===== src/core/efsc_consts.svh =====
// Register offsets, bit positions, reset values and limits of the frame statistics block
`ifndef EFSC_CONSTS_SVH
`define EFSC_CONSTS_SVH
// ****************************************
// Register offsets (byte addresses)
// ****************************************
`define EFSC_OFS_CTRL 12'h100
`define EFSC_OFS_RX_STAT 12'h104
`define EFSC_OFS_TX_STAT 12'h108
`define EFSC_OFS_RX_MASK 12'h10C
`define EFSC_OFS_TX_MASK 12'h110
`define EFSC_OFS_TX_BYTES_ALL 12'h114
`define EFSC_OFS_TX_FRAMES_ALL 12'h118
`define EFSC_OFS_TX_UNDERFLOW 12'h148
`define EFSC_OFS_TX_CARRIER 12'h160
`define EFSC_OFS_TX_BYTES_GOOD 12'h164
`define EFSC_OFS_TX_FRAMES_GOOD 12'h168
`define EFSC_OFS_RX_FRAMES_ALL 12'h180
`define EFSC_OFS_RX_BYTES_ALL 12'h184
`define EFSC_OFS_RX_BYTES_GOOD 12'h188
`define EFSC_OFS_RX_MULTICAST 12'h190
`define EFSC_OFS_RX_CRC_ERR 12'h194
`define EFSC_OFS_RX_LEN_ERR 12'h1C8
`define EFSC_OFS_RX_OVERFLOW 12'h1D4
`define EFSC_OFS_CSUM_MASK 12'h200
`define EFSC_OFS_CSUM_STAT 12'h208
// ****************************************
// Control bits
// ****************************************
`define EFSC_CTRL_RESET 0
`define EFSC_CTRL_STOP_ROLL 1
`define EFSC_CTRL_CLR_ON_READ 2
`define EFSC_CTRL_FREEZE 3
// ****************************************
// Status and mask bit positions
// ****************************************
`define EFSC_TXB_BYTES_ALL 0
`define EFSC_TXB_FRAMES_ALL 1
`define EFSC_TXB_UNDERFLOW 13
`define EFSC_TXB_CARRIER 19
`define EFSC_TXB_BYTES_GOOD 20
`define EFSC_TXB_FRAMES_GOOD 21
`define EFSC_RXB_FRAMES_ALL 0
`define EFSC_RXB_BYTES_ALL 1
`define EFSC_RXB_BYTES_GOOD 2
`define EFSC_RXB_MULTICAST 4
`define EFSC_RXB_CRC_ERR 5
`define EFSC_RXB_LEN_ERR 18
`define EFSC_RXB_OVERFLOW 21
`define EFSC_TX_BITS 32'h0038_2003
`define EFSC_RX_BITS 32'h0024_0037
`define EFSC_CSUM_BITS 32'h2A42_2A63
// ****************************************
// Reset values and limits
// ****************************************
`define EFSC_RST_WORD 32'h0000_0000
`define EFSC_RST_CTRL 3'h0
`define EFSC_CNT_MAX 32'hFFFF_FFFF
`define EFSC_CNT_ONE 32'h0000_0001
`endif


===== src/core/efsc_pkg.sv =====
// Types shared by the frame statistics block
package efsc_pkg;
	typedef enum logic [0:0] {EFSC_BUS_IDLE = 1'b0, EFSC_BUS_READ = 1'b1} efsc_bus_state_t;
	typedef logic [31:0] efsc_word_t;
endpackage


===== src/core/efsc_counters.sv =====
// Frame statistics counters with AHB-Lite register access
// Operation
// - Each counter flags an event on reaching half maximum and again on reaching maximum.
// - Transmit mask bits 21,20,19,13,1,0 suppress the six transmit counter interrupts.
// - Receive mask bits 2,1,0 mask good bytes, all bytes, all frames.
// - Transmit all-frame byte counter adds bytes of good and bad frames, not retries.
// - Transmit all-frame counter counts every frame except retried ones.
// - Transmit underflow counter counts frames aborted by data underflow.
// - Transmit carrier counter counts frames aborted by absent or lost carrier.
// - Transmit good-byte counter adds bytes of good frames only.
// - Transmit good-frame counter counts frames sent without error.
// - Receive all-frame counter counts every received frame.
// - Receive all-frame byte counter adds bytes of every received frame.
// - Receive good-byte counter adds bytes of good received frames only.
// - Receive multicast counter counts good multicast frames.
// - Receive CRC counter counts frames with a bad check sequence.
// - Receive length counter counts size mismatches where the length field is valid.
// - Receive overflow counter counts frames lost to receive FIFO overflow.
// - Checksum mask bits 29,27,25,22,17 mask the checksum byte counter interrupts.
// - Checksum mask bits 13,11,9,6,5,1,0 mask the checksum frame counter interrupts.
// - Checksum status flags set on threshold events and clear when read.
// - Transmit status flags sit at the mask positions and clear when read.
// - Freeze stops all frame updates; clear-on-read still clears a read counter.
// - With stop-rollover set a counter holds at its maximum.
// - With clear-on-read set a counter clears after a read of its low byte.
//
// The implementer's own choice: register access over AHB-Lite.
`timescale 1ns/1ns
`include "efsc_consts.svh"
module efsc_counters
	import efsc_pkg::*;
#(
	parameter int BYTE_CNT_WIDTH = 16
)
(
	// Clock and reset
	input wire logic mclk,
	input wire logic rst_n,
	// AHB-Lite slave
	input wire logic hsel,
	input wire logic [31:0] haddr,
	input wire logic [1:0] htrans,
	input wire logic hwrite,
	input wire logic [2:0] hsize,
	input wire logic [31:0] hwdata,
	input wire logic hready,
	output logic hreadyout,
	output logic hresp,
	output logic [31:0] hrdata,
	// Transmit frame path, sampled on txFrameEnd
	input wire logic txFrameEnd,
	input wire logic txFrameGood,
	input wire logic txRetried,
	input wire logic txUnderflowAbort,
	input wire logic txCarrierAbort,
	input wire logic [BYTE_CNT_WIDTH-1:0] txByteCount,
	// Receive frame path, sampled on rxFrameEnd; rxOverflowDrop counts on its own
	input wire logic rxFrameEnd,
	input wire logic rxFrameGood,
	input wire logic rxMulticast,
	input wire logic rxCrcError,
	input wire logic rxLengthFieldValid,
	input wire logic rxLengthMismatch,
	input wire logic [BYTE_CNT_WIDTH-1:0] rxByteCount,
	input wire logic rxOverflowDrop,
	// Threshold events of the checksum offload counters
	input wire logic [31:0] csumEvent,
	// Interrupt
	output logic intr
);
	// ****************************************
	// Counter table
	// ****************************************
	localparam int NUM_CNT = 13;
	localparam logic [11:0] CNT_OFS [NUM_CNT] = '{`EFSC_OFS_TX_BYTES_ALL, `EFSC_OFS_TX_FRAMES_ALL,
		`EFSC_OFS_TX_UNDERFLOW, `EFSC_OFS_TX_CARRIER, `EFSC_OFS_TX_BYTES_GOOD, `EFSC_OFS_TX_FRAMES_GOOD,
		`EFSC_OFS_RX_FRAMES_ALL, `EFSC_OFS_RX_BYTES_ALL, `EFSC_OFS_RX_BYTES_GOOD, `EFSC_OFS_RX_MULTICAST,
		`EFSC_OFS_RX_CRC_ERR, `EFSC_OFS_RX_LEN_ERR, `EFSC_OFS_RX_OVERFLOW};
	localparam int CNT_BIT [NUM_CNT] = '{`EFSC_TXB_BYTES_ALL, `EFSC_TXB_FRAMES_ALL, `EFSC_TXB_UNDERFLOW,
		`EFSC_TXB_CARRIER, `EFSC_TXB_BYTES_GOOD, `EFSC_TXB_FRAMES_GOOD, `EFSC_RXB_FRAMES_ALL,
		`EFSC_RXB_BYTES_ALL, `EFSC_RXB_BYTES_GOOD, `EFSC_RXB_MULTICAST, `EFSC_RXB_CRC_ERR,
		`EFSC_RXB_LEN_ERR, `EFSC_RXB_OVERFLOW};
	// Which counters belong to the receive group, and which add byte counts
	localparam logic [NUM_CNT-1:0] CNT_RX = 13'h1FC0;
	localparam logic [NUM_CNT-1:0] CNT_BYTES = 13'h0191;

	efsc_bus_state_t state_reg, state_next;
	logic [11:0] rdAddr_reg, wrAddr_reg;
	logic wrPend_reg;
	efsc_word_t hrdata_reg, rdData;
	logic [2:0] ctrl_reg, ctrl_next;
	efsc_word_t txMask_reg, rxMask_reg, csumMask_reg;
	efsc_word_t txStat_reg, rxStat_reg, csumStat_reg;
	efsc_word_t txStat_next, rxStat_next, csumStat_next;
	efsc_word_t txSet, rxSet;
	efsc_word_t cnt_reg [NUM_CNT];
	efsc_word_t incAmt [NUM_CNT];
	efsc_word_t evtBits [NUM_CNT];
	logic [NUM_CNT-1:0] incHit, cntTouch, cntStep;
	logic addrPhase, rdAccept, wrAccept, wrCommit, rdLatch;
	logic ctrlWr, cntReset, stopRoll, clrOnRead, freeze, txCount;
	efsc_word_t txBytes, rxBytes;

	// ****************************************
	// AHB-Lite slave
	// ****************************************
	// Reads take one wait state so that read data comes from a flip-flop
	assign addrPhase = hsel && htrans[1] && hready;
	assign rdAccept = addrPhase && !hwrite;
	assign wrAccept = addrPhase && hwrite;
	assign wrCommit = wrPend_reg && hready;
	assign rdLatch = (state_reg == EFSC_BUS_READ);
	assign state_next = rdAccept ? EFSC_BUS_READ : EFSC_BUS_IDLE;
	assign hreadyout = (state_reg == EFSC_BUS_IDLE);
	assign hresp = 1'b0;
	assign hrdata = hrdata_reg;

	// Bus phase tracking; a new write may be taken while the last one commits
	always_ff @(posedge mclk)
	begin
		if (!rst_n)
		begin
			state_reg <= EFSC_BUS_IDLE;
			rdAddr_reg <= 12'h000;
			wrAddr_reg <= 12'h000;
			wrPend_reg <= 1'b0;
			hrdata_reg <= `EFSC_RST_WORD;
		end
		else
		begin
			state_reg <= state_next;
			rdAddr_reg <= rdAccept ? haddr[11:0] : rdAddr_reg;
			wrAddr_reg <= wrAccept ? haddr[11:0] : wrAddr_reg;
			wrPend_reg <= wrAccept || (wrPend_reg && !wrCommit);
			hrdata_reg <= rdLatch ? rdData : hrdata_reg;
		end
	end

	// Read multiplexer; unmapped offsets read as zero
	always_comb
	begin
		rdData = `EFSC_RST_WORD;
		case (rdAddr_reg)
			`EFSC_OFS_CTRL: rdData = {28'h000_0000, ctrl_reg, 1'b0};
			`EFSC_OFS_RX_STAT: rdData = rxStat_reg;
			`EFSC_OFS_TX_STAT: rdData = txStat_reg;
			`EFSC_OFS_RX_MASK: rdData = rxMask_reg;
			`EFSC_OFS_TX_MASK: rdData = txMask_reg;
			`EFSC_OFS_CSUM_MASK: rdData = csumMask_reg;
			`EFSC_OFS_CSUM_STAT: rdData = csumStat_reg;
			default: rdData = `EFSC_RST_WORD;
		endcase
		for (int k = 0; k < NUM_CNT; k++)
		begin
			if (rdAddr_reg == CNT_OFS[k])
				rdData = cnt_reg[k];
		end
	end

	// ****************************************
	// Control and mask registers
	// ****************************************
	// Counter reset is a self-clearing pulse, so it is never stored
	assign ctrlWr = wrCommit && (wrAddr_reg == `EFSC_OFS_CTRL);
	assign ctrl_next = ctrlWr ? hwdata[`EFSC_CTRL_FREEZE:`EFSC_CTRL_STOP_ROLL] : ctrl_reg;
	assign cntReset = ctrlWr && hwdata[`EFSC_CTRL_RESET];
	assign stopRoll = ctrl_reg[`EFSC_CTRL_STOP_ROLL - 1];
	assign clrOnRead = ctrl_reg[`EFSC_CTRL_CLR_ON_READ - 1];
	assign freeze = ctrl_reg[`EFSC_CTRL_FREEZE - 1];

	// Mask registers keep only their defined bits
	always_ff @(posedge mclk)
	begin
		if (!rst_n)
		begin
			ctrl_reg <= `EFSC_RST_CTRL;
			txMask_reg <= `EFSC_RST_WORD;
			rxMask_reg <= `EFSC_RST_WORD;
			csumMask_reg <= `EFSC_RST_WORD;
		end
		else
		begin
			ctrl_reg <= ctrl_next;
			if (wrCommit && (wrAddr_reg == `EFSC_OFS_TX_MASK))
				txMask_reg <= hwdata & `EFSC_TX_BITS;
			if (wrCommit && (wrAddr_reg == `EFSC_OFS_RX_MASK))
				rxMask_reg <= hwdata & `EFSC_RX_BITS;
			if (wrCommit && (wrAddr_reg == `EFSC_OFS_CSUM_MASK))
				csumMask_reg <= hwdata & `EFSC_CSUM_BITS;
		end
	end

	// ****************************************
	// Count strobes from the frame path
	// ****************************************
	// Retried attempts are left out of every all-frame and good count
	assign txCount = txFrameEnd && !txRetried;
	assign txBytes = 32'(txByteCount);
	assign rxBytes = 32'(rxByteCount);
	assign incHit[0] = txCount;
	assign incHit[1] = txCount;
	assign incHit[2] = txFrameEnd && txUnderflowAbort;
	assign incHit[3] = txFrameEnd && txCarrierAbort;
	assign incHit[4] = txCount && txFrameGood;
	assign incHit[5] = txCount && txFrameGood;
	assign incHit[6] = rxFrameEnd;
	assign incHit[7] = rxFrameEnd;
	assign incHit[8] = rxFrameEnd && rxFrameGood;
	assign incHit[9] = rxFrameEnd && rxFrameGood && rxMulticast;
	assign incHit[10] = rxFrameEnd && rxCrcError;
	assign incHit[11] = rxFrameEnd && rxLengthFieldValid && rxLengthMismatch;
	assign incHit[12] = rxOverflowDrop;

	// ****************************************
	// Counters
	// ****************************************
	generate
		for (genvar i = 0; i < NUM_CNT; i++)
		begin : gCnt
			logic [32:0] sum;
			efsc_word_t stepVal, cnt_next;
			logic wrHit, rdClr, step, halfEvt, fullEvt;
			// Byte counters add the frame length, the others add one
			assign incAmt[i] = CNT_BYTES[i] ? (CNT_RX[i] ? rxBytes : txBytes) : `EFSC_CNT_ONE;
			assign sum = {1'b0, cnt_reg[i]} + {1'b0, incAmt[i]};
			assign step = incHit[i] && !freeze;
			assign stepVal = (sum[32] && stopRoll) ? `EFSC_CNT_MAX : sum[31:0];
			assign wrHit = wrCommit && (wrAddr_reg == CNT_OFS[i]);
			// Every counter offset is word aligned, so a hit always covers the low byte
			assign rdClr = rdLatch && clrOnRead && (rdAddr_reg == CNT_OFS[i]);
			assign cntTouch[i] = wrHit || rdClr;
			assign cntStep[i] = step;
			// A held counter at maximum raises no further full events
			assign halfEvt = step && !cnt_reg[i][31] && (sum[31] || sum[32]);
			assign fullEvt = step && (cnt_reg[i] != `EFSC_CNT_MAX) && (sum[32] || (sum[31:0] == `EFSC_CNT_MAX));
			assign evtBits[i] = (halfEvt || fullEvt) ? (`EFSC_CNT_ONE << CNT_BIT[i]) : `EFSC_RST_WORD;
			// A frame counted in a clear-on-read cycle is kept; a counter reset or write drops it
			assign cnt_next = cntReset ? `EFSC_RST_WORD :
				wrHit ? hwdata :
				rdClr ? (step ? incAmt[i] : `EFSC_RST_WORD) :
				step ? stepVal : cnt_reg[i];
			always_ff @(posedge mclk)
			begin
				if (!rst_n)
					cnt_reg[i] <= `EFSC_RST_WORD;
				else
					cnt_reg[i] <= cnt_next;
			end
		end
	endgenerate

	// ****************************************
	// Status flags and interrupt
	// ****************************************
	// Gather counter events into the two status words
	always_comb
	begin
		txSet = `EFSC_RST_WORD;
		rxSet = `EFSC_RST_WORD;
		for (int k = 0; k < NUM_CNT; k++)
		begin
			if (CNT_RX[k])
				rxSet = rxSet | evtBits[k];
			else
				txSet = txSet | evtBits[k];
		end
	end

	// Read clears the word, but an event in the same cycle survives
	assign txStat_next = (rdLatch && (rdAddr_reg == `EFSC_OFS_TX_STAT)) ? txSet : (txStat_reg | txSet);
	assign rxStat_next = (rdLatch && (rdAddr_reg == `EFSC_OFS_RX_STAT)) ? rxSet : (rxStat_reg | rxSet);
	assign csumStat_next = ((rdLatch && (rdAddr_reg == `EFSC_OFS_CSUM_STAT)) ? `EFSC_RST_WORD : csumStat_reg)
		| (csumEvent & `EFSC_CSUM_BITS);

	always_ff @(posedge mclk)
	begin
		if (!rst_n)
		begin
			txStat_reg <= `EFSC_RST_WORD;
			rxStat_reg <= `EFSC_RST_WORD;
			csumStat_reg <= `EFSC_RST_WORD;
		end
		else
		begin
			txStat_reg <= txStat_next & `EFSC_TX_BITS;
			rxStat_reg <= rxStat_next & `EFSC_RX_BITS;
			csumStat_reg <= csumStat_next;
		end
	end

	// Level interrupt built from flip-flops only
	assign intr = |(txStat_reg & ~txMask_reg) || |(rxStat_reg & ~rxMask_reg)
		|| |(csumStat_reg & ~csumMask_reg);
endmodule


===== config.mk =====
export PLATFORM = sky130hd
export DESIGN_NAME = efsc_counters
export DESIGN_NICKNAME = d
export VERILOG_FILES = /design/src/core/efsc_pkg.sv /design/src/core/efsc_counters.sv
export VERILOG_INCLUDE_DIRS = /design/src /design/src/core
export SDC_FILE = /design/constraint.sdc
export NUM_CORES = 2
export LEC_CHECK = 0
export ABC_AREA = 1
export BUFFER_PORTS_ARGS = -buffer_cell sky130_fd_sc_hd__buf_4
export CORE_ASPECT_RATIO = 0.8
export CORE_MARGIN = 3
export CORE_UTILIZATION = 35
export DETAILED_ROUTE_END_ITERATION = 7
export PLACE_DENSITY = 0.54
export SLEW_MARGIN = 20
export SYNTH_ARGS = -nofsm -noshare
export SYNTH_HDL_FRONTEND = slang
export SYNTH_SLANG_ARGS = --single-unit

===== constraint.sdc =====
create_clock -name mclk -period 6.7 [get_ports mclk]
set_clock_uncertainty 0.1 [all_clocks]
set_input_delay 1.34 -clock mclk [delete_from_list [all_inputs] [get_ports mclk]]
set_output_delay 1.34 -clock mclk [all_outputs]
set_load 0.02 [all_outputs]

==> Word-level counts from Yosys, hierarchy flattened <==
Memories as Yosys holds them, arrays and structs flattened.
Index checks and enable logic that the tools add are counted.
{ "totals": {"wordCells": 434, "ramBits": 416, "memories": 1, "input_bits": 150, "regBits": 131, "output_inout_bits": 35} }
{ "memory_table": {"columns": ["name", "depth", "width", "rd", "rd_ports_with_merged_regs", "wr", "line", "source"], "rows": [
  ["cnt_reg", 13, 32, 13, 0, 13, "efsc_counters.sv:96", "efsc_word_t cnt_reg [NUM_CNT];"]
]} }
{ "op_classes": {"muxes": 124, "addsub": 13, "n_eq_ne": 63, "reduce_logical": 187, "bitwise": 34} }
{ "op_table": {"columns": ["op", "n"], "rows": [
  ["$mux 32", 92],
  ["$eq 32x32->1 const B", 13],
  ["$ne 32x32->1 const B", 13],
  ["$eq 12x9->1 const B", 34],
  ["$add 32x1->33 const B", 9],
  ["$pmux 32 s7", 1],
  ["$add 32x16->33", 4],
  ["$logic_and 1x1->1", 125],
  ["$reduce_or 32->1", 3],
  ["$mux 22", 4],
  ["$and 22x32->32", 2],
  ["$mux 16", 4],
  ["$not 22->32", 2],
  ["$or 22x22->22", 2],
  ["$logic_or 1x1->1", 42],
  ["$eq 12x10->1 const B", 3],
  ["$and 32x32->32", 1],
  ["$not 30->32", 1],
  ["$or 32x30->32", 1],
  ["$or 19x22->22", 1],
  ["$or 21x22->22", 1],
  ["$mux 21", 1],
  ["$or 20x21->21", 1],
  ["$mux 20", 1],
  ["17 further kinds", 60]
]} }

==> Longest topological paths before layout <==
{ "depth": {"depth_word": 15, "depth_mapped": 21, "mapped_depth_nobuf": 21} }

==> Least setup slack after synthesis <==
No wires, ideal clock.
{ "synth_timing": {"path_type": "input -> register", "startpoint": "input rxByteCount[0]", "endpoint": "memory cnt_reg[8][22] in the netlist's numbering", "path_stages": 15, "setup_ns": 0.135, "slack_ns": 3.158, "t_required_ns": 6.465, "path_buffers": 1, "arrival_time_ns": 3.307, "path_cell_list": "ha_1 > fa_1 > nand3_1 > nand2_1 > nand2_1 > nand3_1 > nand2_1 > nand2_1 > nand2_1 > nor2_2 > inv_1 > buf_2 > nand2_1 > a221oi_1 > a211oi_1"} }
{ "synth_lines": {"columns": ["element", "line", "source"], "rows": [
  ["start: declaration", "efsc_counters.sv:64", "input wire logic [BYTE_CNT_WIDTH-1:0] rxByteCount,"],
  ["end: declaration", "efsc_counters.sv:96", null]
]} }

==> summary.md <==
| Metric | Value |
|---|---|
| Clk buf depth | 3 |
| Clock root buffer | clkbuf_16 |
| Max-slew violation count | 0 |
| Overall power | slightly above 9 mW |
| Cts bufs inserted | 70 |
| Worst path required time | 7.19 ns |
| Part of the power in the clock network | 43.3% |
| Critical path endpoint category | flip-flop |
| Setup tns final | 0 ns |
| Pleak | ~19 nW |
| Max Freq | ~0.21 GHz |
| Port Buf Inserts | ~140 |
| Vias | roughly 52000 |
| Most common cell after layout, fill and taps aside | nand2_1 |
| Max_cap viols | 0 |
| Via density | between 6 and 7 |
| Gate power share | 18.1% |
| Crit-path leading delay family | simple AND/OR/NAND/NOR gates |
| Final hold viol count | 0 |
| Placed Instances | between 8000 and 9000 |
| CTS tree | built |
| Crit share post-route | between 70% and 80% |
| Die area | roughly 130000 sq um |
| Avg Cell Area, Syn | 6.23 sq um |
| Slew @ Worst Pin | approximately 1.3 ns |
| Buffers & Inverters on Critical Path | 3 |
| Seq/Total Area, Yosys | 24.6% |
| Switch share | roughly 34% |
| Gate Count Post-Synth | between 6000 and 7000 |
| Area of placed instances | around 45000 sq um |
| Worst-path maximum fanout | 30 |
| Failing checks | design-rule violations |
| VDD IR max | approximately 0.00014 V |
| Ys async rst share | 0% |
| DIE HEIGHT | 319 microns |
| Clock tree sinks | around 530 |
| Hold buffer count at cts | 0 |
| Initial antenna violation count | 28 |
| Hold WS | approximately 0.35 ns |
| Post-route insts no fill | between 8000 and 9000 |
| Worst path arrival time | between 5 and 6 ns |
| Post-CTS Setup Inserts | 0 |
| Final ANT Viol Nets | 0 |
| Critical path class | flip-flop to flip-flop |
| Max FFs per register | 416 |
| Final WL | around 240 mm |
| Core area | between 100000 and 150000 sq um |
| Tot GR Track Use | ~37% |
| Sw power | approximately 3.2 mW |
| Gpl congestion | ~1.1 |
| RSZ-0062 raised after global routing | false |
| Post-synthesis register bit count | ~530 |
| Power density over cell area | just under 200 nW/um^2 |
| Gr ovfl total | 0 |
| DR iter-0 viols | about 8700 |
| Die width | approximately 400 microns |
| Number of flops mapped to enable cells by yosys | 0 |
| Fraction of layout cells with a size suffix above 1 | under 10% |
| Hpwl dp | around 180 mm |
| Syn_nets | about 7100 |
| Global-route wire length before repair | around 340 mm |
| Clk_lat worst skew | roughly 0.7 ns |
| Wirelength per Cell | approximately 28 microns |
| Post_cts resized | 0 |
| YS warnings | 0 |
| Most frequent cells in the layout | nand2_1, inv_1, nor2_1 |
| Initial core utilization | between 30% and 40% |
| Sequential Power Share | 38.7% |
| Vias in the first global route | 45916 |
| Fin area | around 48000 sq um |
| Clock slew at reported path FFs | roughly 0.060 ns |
| First-pass DRT Iterations | 8 |
| Slowest stage cell on the critical path | o21ai_1 |
| Top Ports | around 190 |
| Min-delay worst type | flip-flop to flip-flop |
| Synth Flop Type | dfxtp_1 |
| Net count reported at finish | ~7000 |
| H-tree depth | 3 |
| Rows | around 110 |
| Slew margin rel. | about an eighth |
| Crit-path cells | nor2_1 -> nand2_1 -> nor4_4 -> nand3_2 -> o21ai_1 -> inv_2 -> nand2_1 -> buf_4 -> inv_2 -> a211oi_1 |
| Largest net degree at the start of global routing | between 150 and 200 |
| Startpoint types | flip-flop |
| Final critical-path required period | between 4 and 5 ns |
| Fillers | around 13000 |
| Post-synthesis cell type count | 64 |
| Setup violators final | 0 |
| Area Growth Syn to Fin | 10.8% |
| Run status | finished with violations |
| DR DRC count | 4 |
| Synthesized cell area | between 40000 and 50000 sq um |
| Max incr delay on CP | slightly below 0.8 ns |
| Internal | 6.11 mW |
## final timing paths
check / cells after the start / end / slack (ns) / start
setup / recovery: 10 / cnt_reg[11][8] / 1.92 / wrAddr_reg[11]
hold / removal: 2 / rdAddr_reg[10] / 0.35 / rdAddr_reg[10]
setup reg to reg: 10 / cnt_reg[11][8] / 1.92 / wrAddr_reg[11]
hold reg to reg: 2 / rdAddr_reg[10] / 0.35 / rdAddr_reg[10]
## stage by stage
| stage | util (%) | worst slack [ns] |
|---|---|---|
| final | 39.3 | 1.92 |
| after global routing | 39.2 | 1.63 |
| after CTS | 39.2 | 2.12 |
| after detailed placement | 37.2 | 1.43 |
| after global placement | 37.2 | 1.44 |
| after floorplan | - | 3.16 |
## cell type report
class,count,area (sq um),share of cell area (%)
Antenna cell,35,87.6,0.184
Clock buffer,105,2090,4.38
Clock inverter,22,262,0.549
Inverter,761,2860,6.01
Multi-Input combinational cell,5290,28200,59.3
Sequential cell,527,10600,22.2
Tap cell,1624,2030,4.27
Timing Repair Buffer,197,1510,3.18
## worst reg2reg max path: stages (launching register included)
cell	delay [ns]
dfxtp_1	0.31
nor2_1	0.24
nand2_1	0.20
nor4_4	0.41
nand3_2	0.59
o21ai_1	0.81
inv_2	0.46
nand2_1	0.57
buf_4	0.41
inv_2	0.27
a211oi_1	0.31
## power groups by stage
stage,sequential (mW),combinational (mW),clock [mW]
finish,3.59,1.68,4.02
global placement,3.63,1.60,0
floorplan,3.51,1.05,0
detailed placement,3.64,1.61,0
CTS,3.57,1.61,4.03
global route,3.60,1.80,4.15
## per-layer routing
layer | track usage (%) | up-vias | share of wire (%) | routed length (microns)
met5 | 0 | - | 0.045 | 108
met2 | 47.2 | 3479 | 37 | 90400
met1 | 53.5 | 24650 | 44 | 106000
met3 | 13.4 | 507 | 15 | 35600
met4 | 14.6 | 18 | 4.3 | 10500
li1 | - | 23445 | - | -
## synthesized netlist by cell type, types with 50 or more instances
cell type  instances  share of area (%)
a211oi_1         233                4.1
a21oi_1          468                5.5
a221oi_1          68                1.4
a31oi_1           94                1.4
buf_2             89                1.0
clkbuf_1         195                1.7
dfxtp_1          527                 25
ha_1              82                2.4
inv_1            703                6.1
nand2_1         1569                 14
nand3_1          334                3.9
nand4_1          233                3.4
nor2_1           674                5.9
nor3_1           214                2.5
nor4_1            57               0.83
o21ai_0          617                7.2
xnor2_1           50                1.0
xor2_1           261                5.3
## cell families after synthesis
logic type / share of synthesized area, %
simple gates: 33.7
fa+ha+maj: 2.58
other cells: 0.00873
flops: 24.6
buf+inv: 9.97
compound gates: 22.9
mux: 0.0233
xor+xnor: 6.34
Note: power is estimated with default switching activity, not from simulation.
